===== src/design/plc_defs.svh =====
// Purpose: constants of the power and lock configuration registers
// Assumes: included by plc_regs only
// Notes:   register byte address is four times the register index
`ifndef PLC_DEFS_SVH
`define PLC_DEFS_SVH

// register indices as used by the configuration index register
`define PLC_IDX_FPV       6'h00
`define PLC_IDX_PPL       6'h01
`define PLC_IDX_SPW       6'h02
`define PLC_IDX_LAST      6'h2f

// apb byte addresses
`define PLC_ADDR_FPV      12'h000
`define PLC_ADDR_PPL      12'h004
`define PLC_ADDR_SPW      12'h008
`define PLC_ADDR_CFGMODE  12'h100
`define PLC_ADDR_CFGINDEX 12'h104

// power-up values
`define PLC_RST_FPV       8'h28
`define PLC_RST_PPL       8'h9c
`define PLC_RST_SPW       8'h88

// writable bits and bits that always read as one
`define PLC_WMASK_FPV     8'h88
`define PLC_WMASK_PPL     8'h0c
`define PLC_WMASK_SPW     8'h88
`define PLC_ONES_FPV      8'h20
`define PLC_ONES_PPL      8'h10
`define PLC_ONES_SPW      8'h00
// fixed bits of the parallel register, lock bit excluded
`define PLC_FIXED_PPL     8'h73

// field positions
`define PLC_BIT_FLOP_PWR  3
`define PLC_BIT_VALID     7
`define PLC_BIT_PP_PWR    2
`define PLC_BIT_PP_MODE   3
`define PLC_BIT_LOCK      7
`define PLC_BIT_SP1_PWR   3
`define PLC_BIT_SP2_PWR   7
`define PLC_BIT_CFGMODE   0

// function slots
`define PLC_FN_FLOP       0
`define PLC_FN_PP         1
`define PLC_FN_SP1        2
`define PLC_FN_SP2        3

// host decoding stays off below this base address
`define PLC_DECODE_MIN    11'h100

// extended parallel setup codes
`define PLC_EXT_STD       2'h0
`define PLC_EXT_EPP       2'h1
`define PLC_EXT_ECP       2'h2
`define PLC_EXT_ECP_EPP   2'h3

`endif


===== src/design/plc_pkg.sv =====
// Purpose: types of the power and lock configuration registers
// Assumes: plc_defs.svh is not included; enum values are written out here
// Notes:   all state of plc_regs but the touched_r helper is one packed struct
package plc_pkg;

    // resulting parallel port operating mode
    typedef enum logic [2:0] {
        PLC_PP_PRINTER = 3'h0,
        PLC_PP_STD     = 3'h1,
        PLC_PP_EPP_STD = 3'h2,
        PLC_PP_ECP     = 3'h3,
        PLC_PP_ECP_EPP = 3'h4
    } plc_pp_mode_e;

    // base addresses of the four functions, floppy/pp/sp1/sp2
    typedef logic [3:0][10:0] plc_base_t;

    // controls towards the function units
    typedef struct packed {
        logic [3:0]   pwr_on;
        logic [3:0]   decode_en;
        logic         fir_pwr_on;
        plc_pp_mode_e pp_mode;
    } plc_fn_ctrl_s;

    // whole register state
    typedef struct packed {
        logic [7:0]   fpv;
        logic [7:0]   ppl;
        logic [7:0]   spw;
        logic         cfg_mode;
        logic [5:0]   cfg_index;
        logic [31:0]  prdata;
        logic         pslverr;
        plc_fn_ctrl_s ctrl;
    } plc_state_s;

endpackage


===== src/design/plc_regs.sv =====
// Purpose: power-down, parallel mode and lock configuration registers
// Assumes: apb slave on clk_sys, zero wait states, all inputs synchronous
// Notes:   rst_n is the power-up / hard reset and the only way to unlock
//
// Chosen here: the APB interface to the registers.
`timescale 1ns/1ps
`default_nettype none
`include "plc_defs.svh"

module plc_regs
    import plc_pkg::*;
(
    input  wire logic         clk_sys,
    input  wire logic         rst_n,
    input  wire logic         psel,
    input  wire logic         penable,
    input  wire logic         pwrite,
    input  wire logic [11:0]  paddr,
    input  wire logic [31:0]  pwdata,
    input  wire logic [3:0]   pstrb,
    output logic              pready,
    output logic [31:0]       prdata,
    output logic              pslverr,
    input  wire logic [1:0]   ext_setup,
    input  wire plc_base_t    fn_base,
    output plc_fn_ctrl_s      fn_ctrl
);

    plc_state_s st_r;
    plc_state_s st_nxt;
    logic       setup;
    logic       wr_acc;
    logic       unlocked;
    logic [2:0] hit;
    logic [3:0] dec_nxt;

    // no wait states: every access phase completes at once
    assign pready  = 1'b1;
    assign prdata  = st_r.prdata;
    assign pslverr = st_r.pslverr;
    assign fn_ctrl = st_r.ctrl;

    assign setup    = psel && !penable;
    assign wr_acc   = psel && penable && pwrite && pstrb[0];
    assign unlocked = st_r.ppl[`PLC_BIT_LOCK];

    // a register is open only in config state, with its index loaded and
    // the lock still set; the address alone never opens it
    always_comb begin
        hit[0] = (paddr == `PLC_ADDR_FPV) && st_r.cfg_mode && unlocked
                 && (st_r.cfg_index == `PLC_IDX_FPV);
        hit[1] = (paddr == `PLC_ADDR_PPL) && st_r.cfg_mode && unlocked
                 && (st_r.cfg_index == `PLC_IDX_PPL);
        hit[2] = (paddr == `PLC_ADDR_SPW) && st_r.cfg_mode && unlocked
                 && (st_r.cfg_index == `PLC_IDX_SPW);
    end

    // decoding follows the base address only, never the power bit
    genvar g;
    generate
        for (g = 0; g < 4; g++) begin : g_dec
            assign dec_nxt[g] = (fn_base[g] >= `PLC_DECODE_MIN);
        end
    endgenerate

    // next state of the whole block
    always_comb begin
        st_nxt = st_r;

        // read data and error are captured in the setup phase so that
        // they come from flip-flops during the access phase
        if (setup) begin
            st_nxt.prdata  = 32'h0;
            st_nxt.pslverr = 1'b0;
            if (paddr == `PLC_ADDR_FPV && hit[0]) begin
                st_nxt.prdata = {24'h0, st_r.fpv};
            end else if (paddr == `PLC_ADDR_PPL && hit[1]) begin
                st_nxt.prdata = {24'h0, st_r.ppl};
            end else if (paddr == `PLC_ADDR_SPW && hit[2]) begin
                st_nxt.prdata = {24'h0, st_r.spw};
            end else if (paddr == `PLC_ADDR_CFGMODE) begin
                st_nxt.prdata = {31'h0, st_r.cfg_mode};
            end else if (paddr == `PLC_ADDR_CFGINDEX) begin
                st_nxt.prdata = {26'h0, st_r.cfg_index};
            end else begin
                // blocked or unmapped: zero data, error flagged
                st_nxt.pslverr = 1'b1;
            end
        end

        // writes take effect at the access edge; fixed bits are forced
        if (wr_acc) begin
            if (paddr == `PLC_ADDR_FPV && hit[0]) begin
                st_nxt.fpv = (pwdata[7:0] & `PLC_WMASK_FPV)
                             | `PLC_ONES_FPV;
            end else if (paddr == `PLC_ADDR_PPL && hit[1]) begin
                st_nxt.ppl = (pwdata[7:0] & `PLC_WMASK_PPL)
                             | `PLC_ONES_PPL;
                // the lock can only be cleared by software
                st_nxt.ppl[`PLC_BIT_LOCK] = unlocked
                    && pwdata[`PLC_BIT_LOCK];
            end else if (paddr == `PLC_ADDR_SPW && hit[2]) begin
                st_nxt.spw = (pwdata[7:0] & `PLC_WMASK_SPW)
                             | `PLC_ONES_SPW;
            end else if (paddr == `PLC_ADDR_CFGMODE) begin
                st_nxt.cfg_mode = pwdata[`PLC_BIT_CFGMODE];
            end else if (paddr == `PLC_ADDR_CFGINDEX) begin
                st_nxt.cfg_index = pwdata[5:0];
            end
        end

        // power controls straight from the stored bits
        st_nxt.ctrl.pwr_on[`PLC_FN_FLOP] =
            st_nxt.fpv[`PLC_BIT_FLOP_PWR];
        st_nxt.ctrl.pwr_on[`PLC_FN_PP]  =
            st_nxt.ppl[`PLC_BIT_PP_PWR];
        st_nxt.ctrl.pwr_on[`PLC_FN_SP1] =
            st_nxt.spw[`PLC_BIT_SP1_PWR];
        st_nxt.ctrl.pwr_on[`PLC_FN_SP2] =
            st_nxt.spw[`PLC_BIT_SP2_PWR];
        // the infrared block shares the secondary port's power bit
        st_nxt.ctrl.fir_pwr_on = st_nxt.spw[`PLC_BIT_SP2_PWR];
        // range checking uses the same enable, ignoring power state
        st_nxt.ctrl.decode_en = dec_nxt;

        // parallel mode: printer unless extended modes are enabled
        if (st_nxt.ppl[`PLC_BIT_PP_MODE]) begin
            st_nxt.ctrl.pp_mode = PLC_PP_PRINTER;
        end else begin
            case (ext_setup)
                `PLC_EXT_STD:     st_nxt.ctrl.pp_mode = PLC_PP_STD;
                `PLC_EXT_EPP:     st_nxt.ctrl.pp_mode = PLC_PP_EPP_STD;
                `PLC_EXT_ECP:     st_nxt.ctrl.pp_mode = PLC_PP_ECP;
                default:          st_nxt.ctrl.pp_mode = PLC_PP_ECP_EPP;
            endcase
        end
    end

    // single state register; reset is power-up and hard reset alike
    always_ff @(posedge clk_sys or negedge rst_n) begin
        if (!rst_n) begin
            st_r.fpv               <= `PLC_RST_FPV;
            st_r.ppl               <= `PLC_RST_PPL;
            st_r.spw               <= `PLC_RST_SPW;
            st_r.cfg_mode          <= 1'b0;
            st_r.cfg_index         <= 6'h00;
            st_r.prdata            <= 32'h0;
            st_r.pslverr           <= 1'b0;
            st_r.ctrl.pwr_on       <= 4'hf;
            st_r.ctrl.decode_en    <= 4'h0;
            st_r.ctrl.fir_pwr_on   <= 1'b1;
            st_r.ctrl.pp_mode      <= PLC_PP_PRINTER;
        end else begin
            st_r <= st_nxt;
        end
    end

    // helper: set once any configuration register write has landed
    logic touched_r;
    always_ff @(posedge clk_sys or negedge rst_n) begin
        if (!rst_n) begin
            touched_r <= 1'b0;
        end else if (wr_acc && (hit[0] || hit[1] || hit[2])) begin
            touched_r <= 1'b1;
        end
    end
endmodule
`default_nettype wire


===== config.mk =====
export PLATFORM = sky130hd
export DESIGN_NAME = plc_regs
export DESIGN_NICKNAME = d
export VERILOG_FILES = /design/src/design/plc_pkg.sv /design/src/design/plc_regs.sv
export VERILOG_INCLUDE_DIRS = /design/src /design/src/design
export SDC_FILE = /design/constraint.sdc
export NUM_CORES = 1
export LEC_CHECK = 0
export BUFFER_PORTS_ARGS = -buffer_cell sky130_fd_sc_hd__buf_2
export CELL_PAD_IN_SITES_DETAIL_PLACEMENT = 1
export CELL_PAD_IN_SITES_GLOBAL_PLACEMENT = 2
export CORE_ASPECT_RATIO = 1.2
export CORE_MARGIN = 10
export CORE_UTILIZATION = 20
export DETAILED_ROUTE_END_ITERATION = 16
export HOLD_SLACK_MARGIN = 0.1
export MAX_ROUTING_LAYER = met4
export PLACE_DENSITY = 0.9
export RECOVER_POWER = 25
export SYNTH_ARGS = -nofsm -noshare
export SYNTH_HDL_FRONTEND = slang
export SYNTH_SLANG_ARGS = --single-unit

===== constraint.sdc =====
create_clock -name clk_sys -period 2.2 [get_ports clk_sys]
set_input_delay 0.44 -clock clk_sys [delete_from_list [all_inputs] [get_ports clk_sys]]
set_output_delay 0.44 -clock clk_sys [all_outputs]
set_load 0.005 [all_outputs]

Yosys cells after proc, flatten, opt, wreduce, memory -nomap -nowiden
Index checks and enable logic that the tools add are counted.
{"block": "classes", "reduce_logical": 25, "n_bitwise": 4, "n_lt_le_gt_ge": 4, "n_mux": 22, "eq_ne": 8}
{"cell": "2-to-1 mux 32 bit", "count": 2}
{"cell": "greater-or-equal comparator 11 x 9 -> 1 bit, second input constant", "count": 4}
{"cell": "2-to-1 mux 27 bit", "count": 1}
{"cell": "equality test 12 x 9 -> 1 bit, second input constant", "count": 2}
{"cell": "2-to-1 mux 6 bit", "count": 4}
{"cell": "2-to-1 mux 8 bit", "count": 3}
{"cell": "2-to-1 mux 23 bit", "count": 1}
{"cell": "logical AND 1 bit", "count": 17}
{"cell": "2-to-1 mux 15 bit", "count": 1}
{"cell": "equality test 12 x 3 -> 1 bit, second input constant", "count": 1}
{"cell": "equality test 12 x 4 -> 1 bit, second input constant", "count": 1}
{"cell": "zero test 12 bit", "count": 1}
{"cell": "case mux 3 bit (3 select lines)", "count": 1}
{"cell": "2-to-1 mux 7 bit", "count": 1}
{"cell": "equality test 6 x 1 -> 1 bit, second input constant", "count": 1}
{"cell": "equality test 6 x 2 -> 1 bit, second input constant", "count": 1}
{"cell": "zero test 6 bit", "count": 1}
{"cell": "2-to-1 mux 1 bit", "count": 6}
{"cell": "AND reduction 6 bit", "count": 1}
{"cell": "AND reduction 5 bit", "count": 1}
{"cell": "2-to-1 mux 4 bit", "count": 1}
{"cell": "NOT 1 bit", "count": 4}
{"cell": "2-to-1 mux 3 bit", "count": 1}
{"cell": "AND reduction 3 bit", "count": 1}
{"cell": "5 further kinds", "count": 5}
{"block": "totals", "word_cells": 76, "inputBits": 99, "regBits": 59}

Logic depth before layout (Yosys ltp)
Gate-level depths: netlist of the first run.
{"block": "logic_depth", "word_depth": 10, "depth_mapped": 6, "ltp_nobuf": 4}

Worst setup path after synthesis of the first run
No wires, ideal clock.
{"block": "synth_path", "path_kind": "in2reg", "start": "input port paddr[11]", "end": "register st_r[45] (netlist name)", "n_path_buf": 0, "path_slack_ps": 189, "t_arrival_ps": 1886, "setup_time_ps": 125, "stages": 4, "path_cell_list": "or4_4 -> nor4b_4 -> nand3_4 -> mux2_2"}
{"block": "synth_between", "elab_chain_cells": 7, "word_cells_on_any_way": 22, "classes_between": "4 x eq/ne; 4 x bitwise; 14 x reduce/logical"}
{"element": "from (decl)", "line": "plc_regs.sv:18", "rtl": "input wire logic [11:0] paddr,"}
{"element": "equality test 12 x 4 -> 1 bit (no line) (tied with other cells)"}
{"element": "logical AND 1 bit, on equally long branches (3 in a row)", "line": "plc_regs.sv:54, plc_regs.sv:50, plc_regs.sv:52"}
{"element": "logical AND 1 bit, on equally long branches", "line": "plc_regs.sv:102, plc_regs.sv:93, plc_regs.sv:96"}
{"element": "NOT 1 bit (no line)"}
{"element": "AND reduction 6 bit (no line) *"}
{"element": "to (signal assigned)", "line": "plc_regs.sv:154", "rtl": "st_r <= st_nxt;"}
{"element": "to (decl)", "line": "plc_regs.sv:29", "rtl": "plc_state_s st_r;"}
Mark *: on every way between the ends. The rest lies on a longest branch, timed or not.
A chain may end at the register's enable or synchronous reset.

==> metrics.cfg, run 1 <==
[run_status]
run_status = finished with violations
violations = capacitance limit, slew limit

[worst_setup_path]
rr_startpoint = st_r[48]
worstPathMaxFanout = 6
crit_type = reg -> reg
crit_arrival_ns = 2.18
r2r_setup_slack_ns = 0.17
rr_worst_depth = 4
start_kind = register
worstPathRequired_ns = 2.36
crit_path_end_kind = register
crit_end = fn_ctrl[0]
worst_r2r_endpoint = fn_ctrl[0]
critPathLaunch = st_r[48]

[detailed_routing]
vias = 1381
drt-initial-drc-count = 44
wl_per_cell_um = 15.06
drtPass1Iterations = 4
drc = 0
routed_wl_um = 5135
viasPerCell = 4.050
ant_nets = 0

[sta]
setup_slack_ns = 0.1736
tightest_slew_ns = 1.522
rsz0062_at_grt = no
maxClockFrequency_ghz = 0.4935
period_share = 0.9211
drv_slew = 30
slew_headroom = -0.01476
fin_skew_ns = 0.003036
fin_crit_ns = 2.026
hold_violations = 0
setup_viol = 0

[global_routing]
grt.met2_usage = 0.1343
grt-busiest-layer = met2
antenna_found_initial = 0
grt_pass1_wl_um = 7859
grt_max_degree = 30
grt_use_total = 0.07875
grt_pass1_vias = 1559
met1_usage = 0.07716
gr-usage-met3 = 0.02377
overflow = 0

[cells_and_area]
mostFrequentLayoutCells = 57 x buf_2, 26 x conb_1, 23 x dfrtp_1
fillCellCount = 1036
final_common_cell = buf_2
fin_area_mm2 = 0.002138
drive_above_1_share = 0.4554
diodes = 0
nNetsFinal = 326
area_delta_synth_final_pct = 18.93

[floorplanning]
initial_utilization = 0.2077
fp.coreArea_mm2 = 0.008657
die_h_um = 123.9
ioPinCount = 145
die_w_um = 106.6
num_rows = 37
fp.dieArea_mm2 = 0.01320

[power]
clkPwrFrac = 0.386
leakage_nw = 1.014
power.total_mw = 1.128
p_sw_frac = 0.2410
p_int_uw = 856.5
power_density_mw_per_mm2 = 527.7
netSwitchingPower_uw = 272.0
sequentialPowerShare = 0.495
pwr-share-comb = 0.119
ir_drop_v = 0.0001447

[yosys]
synth_seq_cells = 29
avgSynthCellArea_um2 = 10.16
synth_ff_type = dfrtp_1
syn_inst = 177
synthDistinctLibCells = 42
mappedNetlistArea_mm2 = 0.001798
yosysSeqAreaShare = 0.4078
ys_warn_count = 0
synth_edf_count = 0
async_reset_ff_frac = 1.000

[clock_network]
clk_pin_slew_ns = 0.06
root_buffer = clkbuf_8
cts_made_buffers = 5
cts_sinks = 29
cts_tree = done
ctsHoldBuffers = 0
cts_buffer_depth = 2
htreeDepth = 2
clk_latency_ns = 0.28

[placed_design]
numPortBuffers = 58
hpwl_um = 4296
placed_cell_area_mm2 = 0.002031
gp_congestion = 0.8469
preCtsSetupSlack_ns = -0.02951

[flow_run]
maxCapViolations = 1

[min_path]
min_path_type = in -> reg

==> final cells by class <==
| type | count | area (µm²) | area share |
|---|---|---|---|
| multi-input combinational | 115 | 789.5 | 0.3692 |
| inverter | 5 | 18.77 | 0.008777 |
| tap | 117 | 146.4 | 0.06846 |
| timing repair buffer | 68 | 364.1 | 0.1703 |
| clock buffer | 7 | 86.33 | 0.04037 |
| sequential | 29 | 733.2 | 0.3429 |
==> registers in the layout, indices dropped and copies added (netlist names) <==
signal,flops
fn_ctrl,10
pslverr,1
prdata,7
st_r,11
==> logic make-up (layout without fill, tap and decap cells) <==
kind of cell    Yosys count  after routing  synth area share
buf+inv                  57             80            0.2157
compound gates           20             20           0.08282
simple gates             54             54            0.1935
mux                      12             12           0.07516
fa+ha+maj                 3              3           0.02088
other cells               2             26          0.004177
flops                    29             29            0.4078
==> per-stage QoR <==
step,setup TNS [ns],utilization,instances,hold slack [ns]
after floorplan,0,-,201,0.1444
after global placement,0,0.2346,334,0.4510
after detailed placement,-0.08429,0.2346,334,0.4587
after CTS,0,0.2445,341,0.1982
after global routing,0,0.2470,341,0.3438
final,0,0.2470,341,0.3441
==> synth_stat cells, types with 2 or more instances <==
library cell / count / area share
nand2_1: 5 / 0.010
a211oi_1: 3 / 0.013
buf_4: 45 / 0.19
dfstp_2: 6 / 0.088
or3b_2: 2 / 0.0097
a31oi_1: 3 / 0.010
clkbuf_1: 3 / 0.0063
nor3_1: 3 / 0.0083
and4_1: 3 / 0.015
nor2b_1: 2 / 0.0070
or3_1: 5 / 0.017
buf_2: 4 / 0.011
nor4_1: 5 / 0.017
conb_1: 2 / 0.0042
and2_1: 2 / 0.0070
nand3_1: 8 / 0.022
ha_1: 3 / 0.021
o21ai_0: 4 / 0.011
dfrtp_1: 23 / 0.32
mux2_2: 12 / 0.075
nor2_1: 7 / 0.015
nand4_1: 2 / 0.0070
inv_1: 5 / 0.010
or2_2: 2 / 0.0070
==> power by group through the flow <==
stage               Combinational, mW  Clock [mW]  Sequential, mW
floorplan                       0.109           0           0.567
global placement                0.130           0           0.568
detailed placement              0.135           0           0.568
CTS                             0.135       0.452           0.559
global route                    0.154       0.470           0.561
finish                          0.134       0.436           0.559
==> metal layers <==
layer / up-vias / routed length (µm)
met5: - / 0
met4: 0 / 146
met3: 10 / 266
met2: 53 / 2655
met1: 665 / 2068
li1: 653 / -
==> timing repair <==
item / 4_1_cts / 5_1_grt
resized for setup: 0 / 4
endpoints found under the setup margin: 0 / 7
setup buffers: 0 / 0
==> worst min-delay path by stage <==
stage / startpoint / slack, ns / endpoint / cells after the start
after CTS: rst_n / 0.20 / prdata[0] / 1
after global placement: st_r[67] / 0.45 / st_r[67] / 1
after global routing: fn_base[8] / 0.34 / fn_ctrl[4] / 2
after floorplan: rst_n / 0.14 / fn_ctrl[0] / 0
after detailed placement: st_r[67] / 0.46 / st_r[67] / 1
final: fn_base[21] / 0.34 / fn_ctrl[5] / 2
==> critical path, cell delays in order (launching register included) <==
cell and delay [ns]:
dfrtp_1 0.40, or4b_1 0.69, nor4_2 0.39, and4_1 0.34, a211oi_1 0.08
Power figures use the tool's default switching activity.
==> inputs of run 2 (changes only) <==
PLACE_DENSITY = unset   (was 0.9)
PLACE_DENSITY_LB_ADDON = 0.2   (was unset)
==> run 2 against run 1 <==
  * Highest routed layer unchanged
  * Combinational power about the same
  * Die area unchanged
  * Critical path depth up 1
  * First-iteration DRC count down 14%
  * The flow still finishes with violations (capacitance limit, slew limit)
  * Utilization up 0.12 points
==> metrics.cfg, run 2 (synthesized netlist as in run 1, its figures left out) <==
[run_status]
run_status = finished with violations
violations = capacitance limit, slew limit

[clock_network]
cts_sinks = 29  ; unchanged
root_buffer = clkbuf_8
clk_latency_ns = 0.28  ; about the same
postCtsSetupBuffers = 0  ; unchanged
cts_buffer_depth = 2  ; unchanged
ctsHoldBuffers = 0  ; unchanged
ctsResizeCount = 0  ; unchanged
htreeDepth = 2  ; unchanged
cts_made_buffers = 5  ; unchanged
cts_tree = done
clk_pin_slew_ns = 0.06  ; about the same

[floorplanning]
num_rows = 37  ; unchanged
die_h_um = 123.9  ; unchanged
ioPinCount = 145  ; unchanged
die_w_um = 106.6  ; unchanged
fp.dieArea_mm2 = 0.01320  ; unchanged
initial_utilization = 0.2077  ; unchanged
fp.coreArea_mm2 = 0.008657  ; unchanged

[flow_run]
maxCapViolations = 1  ; unchanged

[global_routing]
grt_pass1_wl_um = 8286  ; +5.4%
grt_max_degree = 30  ; unchanged
antenna_found_initial = 0  ; unchanged
overflow = 0  ; unchanged
grt_use_total = 0.08406  ; +0.005307
grt_pass1_vias = 1557  ; -0.13%

[worst_setup_path]
crit_path_end_kind = register
worstPathRequired_ns = 2.41  ; +0.05 ns
start_kind = register
worstPathMaxFanout = 6  ; unchanged
crit_type = reg -> reg
crit_arrival_ns = 2.29  ; +0.11 ns

[power]
power.total_mw = 1.122  ; -0.61%
ir_drop_v = 0.0001607  ; +11%
power_density_mw_per_mm2 = 522.1  ; -1.1%
leakage_nw = 1.035  ; +2.1%

[cells_and_area]
area_delta_synth_final_pct = 19.49
drive_above_1_share = 0.4541  ; -0.001209
largest_register_ff_count = 11  ; unchanged
mostFrequentLayoutCells = 57 x buf_2, 26 x conb_1, 23 x dfrtp_1
diodes = 0  ; unchanged
nNetsFinal = 330  ; +1.2%
regMostFlops = st_r
final_common_cell = buf_2
finalNonFillerCells = 346  ; +1.5%

[sta]
period_share = 0.9453  ; +0.02423
worst_hold_slack_ns = 0.3496  ; +0.005547 ns
setup_tns_ns = 0  ; unchanged
setup_viol = 0  ; unchanged
fin_skew_ns = 0.006707  ; +0.003671 ns
tightest_slew_ns = 1.612  ; +0.08942 ns
rsz0062_at_grt = no
hold_violations = 0  ; unchanged
maxClockFrequency_ghz = 0.4808  ; -2.6%
slew_headroom = -0.07437  ; -0.05961
fin_crit_ns = 2.080  ; +0.05330 ns
drv_slew = 30  ; unchanged

[min_path]
min_path_type = in -> reg

[placed_design]
gp_congestion = 0.8099  ; -4.4%
numPortBuffers = 58  ; unchanged
placedCellCount = 338  ; +1.2%
hpwl_um = 4510  ; +5.0%

[detailed_routing]
viasPerCell = 3.870  ; -4.4%
ant_nets = 0  ; unchanged
vias = 1339  ; -3.0%
drt-initial-drc-count = 38  ; -14%
wl_per_cell_um = 15.70  ; +4.3%
routed_wl_um = 5432  ; +5.8%
drc = 0  ; unchanged
drtPass1Iterations = 2  ; -2

[run 2: critical path, cell delays in order (launching register included)]
cell     delay, ns
dfrtp_1       0.41
or4b_1        0.68
nor3_1        0.33
nand3_1       0.14
buf_4         0.19
mux2_2        0.26
[run 2: final timing paths]
path	startpoint	end	slack [ns]	depth (start not counted)
worst max-delay path	st_r[48]	fn_ctrl[9]	0.12	5
worst max register to register	st_r[48]	fn_ctrl[9]	0.12	5
worst min register to register	st_r[67]	st_r[67]	0.46	1
worst min-delay path	fn_base[43]	fn_ctrl[7]	0.35	2
max in group asynchronous	rst_n	prdata[3]	0.70	1
min in group asynchronous	rst_n	prdata[2]	0.56	1
[run 2: layer usage]
layer  vias to the layer above  part of all wire  global-route usage
li1                        655                 -                   -
met3                         7             0.047             0.02222
met4                         0             0.019             0.03814
met2                        52              0.50              0.1420
met1                       625              0.43             0.09141
met5                         -                 0                   -
[run 2: through the flow]
step,area (µm²),util,setup WS [ns]
final,2148,0.2482,0.1203
after floorplan,1888,-,0.1890
after global placement,2061,0.2380,0.03651
after CTS,2143,0.2476,0.1361
after global routing,2148,0.2482,0.0003619
after detailed placement,2061,0.2380,0.01092
[run 2: power breakdown]
part / leakage (nW) / switching [mW] / internal [mW]
clock: 0.0450 / 0.212 / 0.219
sequential: 0.350 / 0.00623 / 0.551
combinational: 0.640 / 0.0764 / 0.0571
[run 2: area by class of cell]
cell class / instances / area (µm²)
repair buffers: 72 / 394.1
clock buffers: 6 / 72.57
fillers: 1016 / 6509
well taps: 117 / 146.4
flip-flops and latches: 29 / 733.2
clock inverters: 2 / 10.01
multi-input cells: 115 / 773.2
inverters: 5 / 18.77
==> inputs of run 3 (changes only) <==
ABC_AREA = 1   (was unset)
CTS_BUF_LIST = sky130_fd_sc_hd__clkbuf_8   (was unset)
MAX_ROUTING_LAYER = unset   (was met4)
==> run 3 against run 2 <==
  * The flow still finishes with violations (capacitance limit, slew limit)
  * Combinational power fell by 8%
  * Largest power group unchanged
  * Clock power fell by 1%
  * Highest routed layer unchanged
  * Synthesized cell count rose by 27%
  * Non-clock buffer count fell by 12
  * Largest cell class is now sequential cells
  * Via count rose by 10%
==> metrics.cfg, run 3 <==
[run_status]
run_status = finished with violations
violations = capacitance limit, slew limit

[clock_network]
cts_buffer_depth = 2  ; unchanged
cts_tree = done
root_buffer = clkbuf_8
clk_pin_slew_ns = 0.06  ; about the same
clk_latency_ns = 0.29  ; about the same
cts_sinks = 29  ; unchanged
postCtsSetupBuffers = 0  ; unchanged
ctsResizeCount = 0  ; unchanged
ctsHoldBuffers = 0  ; unchanged
cts_made_buffers = 5  ; unchanged
htreeDepth = 2  ; unchanged

[yosys]
synth_seq_cells = 29  ; unchanged
synth_ff_type = dfrtp_1
synthDistinctLibCells = 24  ; -43%
async_reset_ff_frac = 1.000  ; unchanged
yosysSeqAreaShare = 0.4089  ; +0.001138
avgSynthCellArea_um2 = 7.969  ; -22%
synth_edf_count = 0  ; unchanged
syn_inst = 225  ; +27%
ys_top_cells_by_area = dfrtp_1 32%, buf_4 19%, nand2_1 9.0%
ys_warn_count = 0  ; unchanged
yosys.area.top_type = dfrtp_1
netlist_top_cells_count = 45 x buf_4, 43 x nand2_1, 24 x nor2_1
yosysMostFrequentCell = buf_4
synth_top_cell_area_share = 0.3210  ; +0.0008935
mappedNetlistArea_mm2 = 0.001793  ; -0.28%

[min_path]
min_path_type = in -> reg

[sta]
setup_tns_ns = 0  ; unchanged
hold_violations = 0  ; unchanged
period_share = 0.7517  ; -0.1936
fin_crit_ns = 1.654  ; -0.4260 ns
tightest_slew_ns = 1.628  ; +0.01684 ns
drv_slew = 30  ; unchanged
fin_skew_ns = 0.005722  ; -0.0009846 ns
maxClockFrequency_ghz = 0.6047  ; +26%
rsz0062_at_grt = no
setup_slack_ns = 0.5463  ; +0.4260 ns
setup_viol = 0  ; unchanged
slew_headroom = -0.08559  ; -0.01122

[placed_design]
numPortBuffers = 58  ; unchanged
hpwl_um = 4408  ; -2.3%
preCtsSetupSlack_ns = 0.3657  ; +0.3548 ns
gp_congestion = 0.7375  ; -8.9%

[cells_and_area]
final_common_cell = buf_2
regMostFlops = st_r
diodes = 0  ; unchanged
fillCellCount = 1098  ; +8.1%
drive_above_1_share = 0.3015  ; -0.1527
nNetsFinal = 373  ; +13%
area_delta_synth_final_pct = 15.91
largest_register_ff_count = 11  ; unchanged
mostFrequentLayoutCells = 57 x buf_2, 43 x nand2_1, 26 x conb_1
multiInputGateArea_um2 = 725.7  ; -6.1%
final-seq-area_um2 = 733.2  ; unchanged

[floorplanning]
num_rows = 37  ; unchanged
ioPinCount = 145  ; unchanged
die_h_um = 123.7  ; -0.12%
fp.coreArea_mm2 = 0.008657  ; unchanged
fp.dieArea_mm2 = 0.01317  ; -0.23%
initial_utilization = 0.2071  ; -0.0005780
die_w_um = 106.4  ; -0.11%

[worst_setup_path]
crit_type = reg -> reg
slowest_delay_ns = 0.56  ; -0.12 ns
crit_path_cell_trace = nand3_1 -> nor3_4 -> nand3_2 -> o21ai_2 -> nor2_1
path_delay_family = simple AND/OR/NAND/NOR gates
crit_path_end_kind = register
worstPathMaxFanout = 8  ; +2
crit_arrival_ns = 1.83  ; -0.46 ns
crit_slowest_cell = dfstp_2
worstPathRequired_ns = 2.37  ; -0.04 ns
cp_num_buf_inv = 0  ; -1
start_kind = register

[detailed_routing]
wl_per_cell_um = 13.69  ; -13%
ant_nets = 0  ; unchanged
viasPerCell = 3.802  ; -1.8%
drtPass1Iterations = 4  ; +2
drc = 0  ; unchanged
vias = 1479  ; +10%
routed_wl_um = 5326  ; -2.0%
drt-initial-drc-count = 25  ; -34%

[global_routing]
overflow = 0  ; unchanged
grt_use_total = 0.08227  ; -0.001789
antenna_found_initial = 0  ; unchanged
grt_pass1_wl_um = 8507  ; +2.7%
grt_pass1_vias = 1703  ; +9.4%
grt_max_degree = 30  ; unchanged

[flow_run]
maxCapViolations = 1  ; unchanged

[power]
leakage_nw = 1.092  ; +5.5%
power_density_mw_per_mm2 = 530.8  ; +1.7%
ir_drop_v = 0.0001823  ; +13%

-- run 3: final timing paths --
path | from | end | slack, ns | cells after the start
min | fn_base[10] | fn_ctrl[4] | 0.34 | 2
max reg2reg | st_r[67] | fn_ctrl[1] | 0.55 | 5
max | st_r[67] | fn_ctrl[1] | 0.55 | 5
min in group asynchronous | rst_n | st_r[51] | 0.56 | 1
min reg2reg | prdata[4] | prdata[4] | 0.47 | 2
max in group asynchronous | rst_n | prdata[4] | 0.70 | 1
-- run 3: per-stage QoR --
step / cells / hold slack (ns) / area [µm²] / util / power (mW)
finish: 389 / 0.3378 / 2078 / 0.2401 / 1.103
global route: 389 / 0.3396 / 2078 / 0.2401 / 1.175
CTS: 389 / 0.2121 / 2079 / 0.2402 / 1.132
detailed placement: 381 / 0.4593 / 1997 / 0.2307 / 0.6910
global placement: 381 / 0.4569 / 1997 / 0.2307 / 0.6882
floorplan: 249 / 0.1444 / 1883 / - / 0.6635
-- run 3: worst reg2reg max path, cell delays in order, from the launching register on --
cell and delay (ns):
dfstp_2 0.56, nand3_1 0.17, nor3_4 0.32, nand3_2 0.20
o21ai_2 0.24, nor2_1 0.07
-- run 3: logic make-up after synthesis --
kind of cell               count (synthesis)  share of synthesized area
AOI/OAI and AO/OA                         18                    0.05723
DFF                                       29                     0.4089
adders and majority gates                  3                    0.02094
other                                      2                   0.004189
buffers and inverters                     68                     0.2366
and+or+nand+nor                          105                     0.2722
-- run 3: metal layers --
layer	global-route usage	up-vias	wire [µm]
li1	-	732	-
met1	0.09013	686	2258
met2	0.1443	54	2642
met3	0.02739	7	339
met4	0.03305	0	86
met5	0	-	0
-- run 3: power breakdown --
part           switching [mW]  internal, mW
clock                   0.211         0.214
combinational          0.0737        0.0496
sequential            0.00532         0.549
total                   0.290         0.813
-- run 3: cell type report --
type / instances / area share
clock buffer: 5 / 0.03311
clock inverter: 3 / 0.006623
inverter: 23 / 0.04154
multi-input combinational: 152 / 0.3492
sequential: 29 / 0.3528
tap: 117 / 0.07044
timing repair buffer: 60 / 0.1463
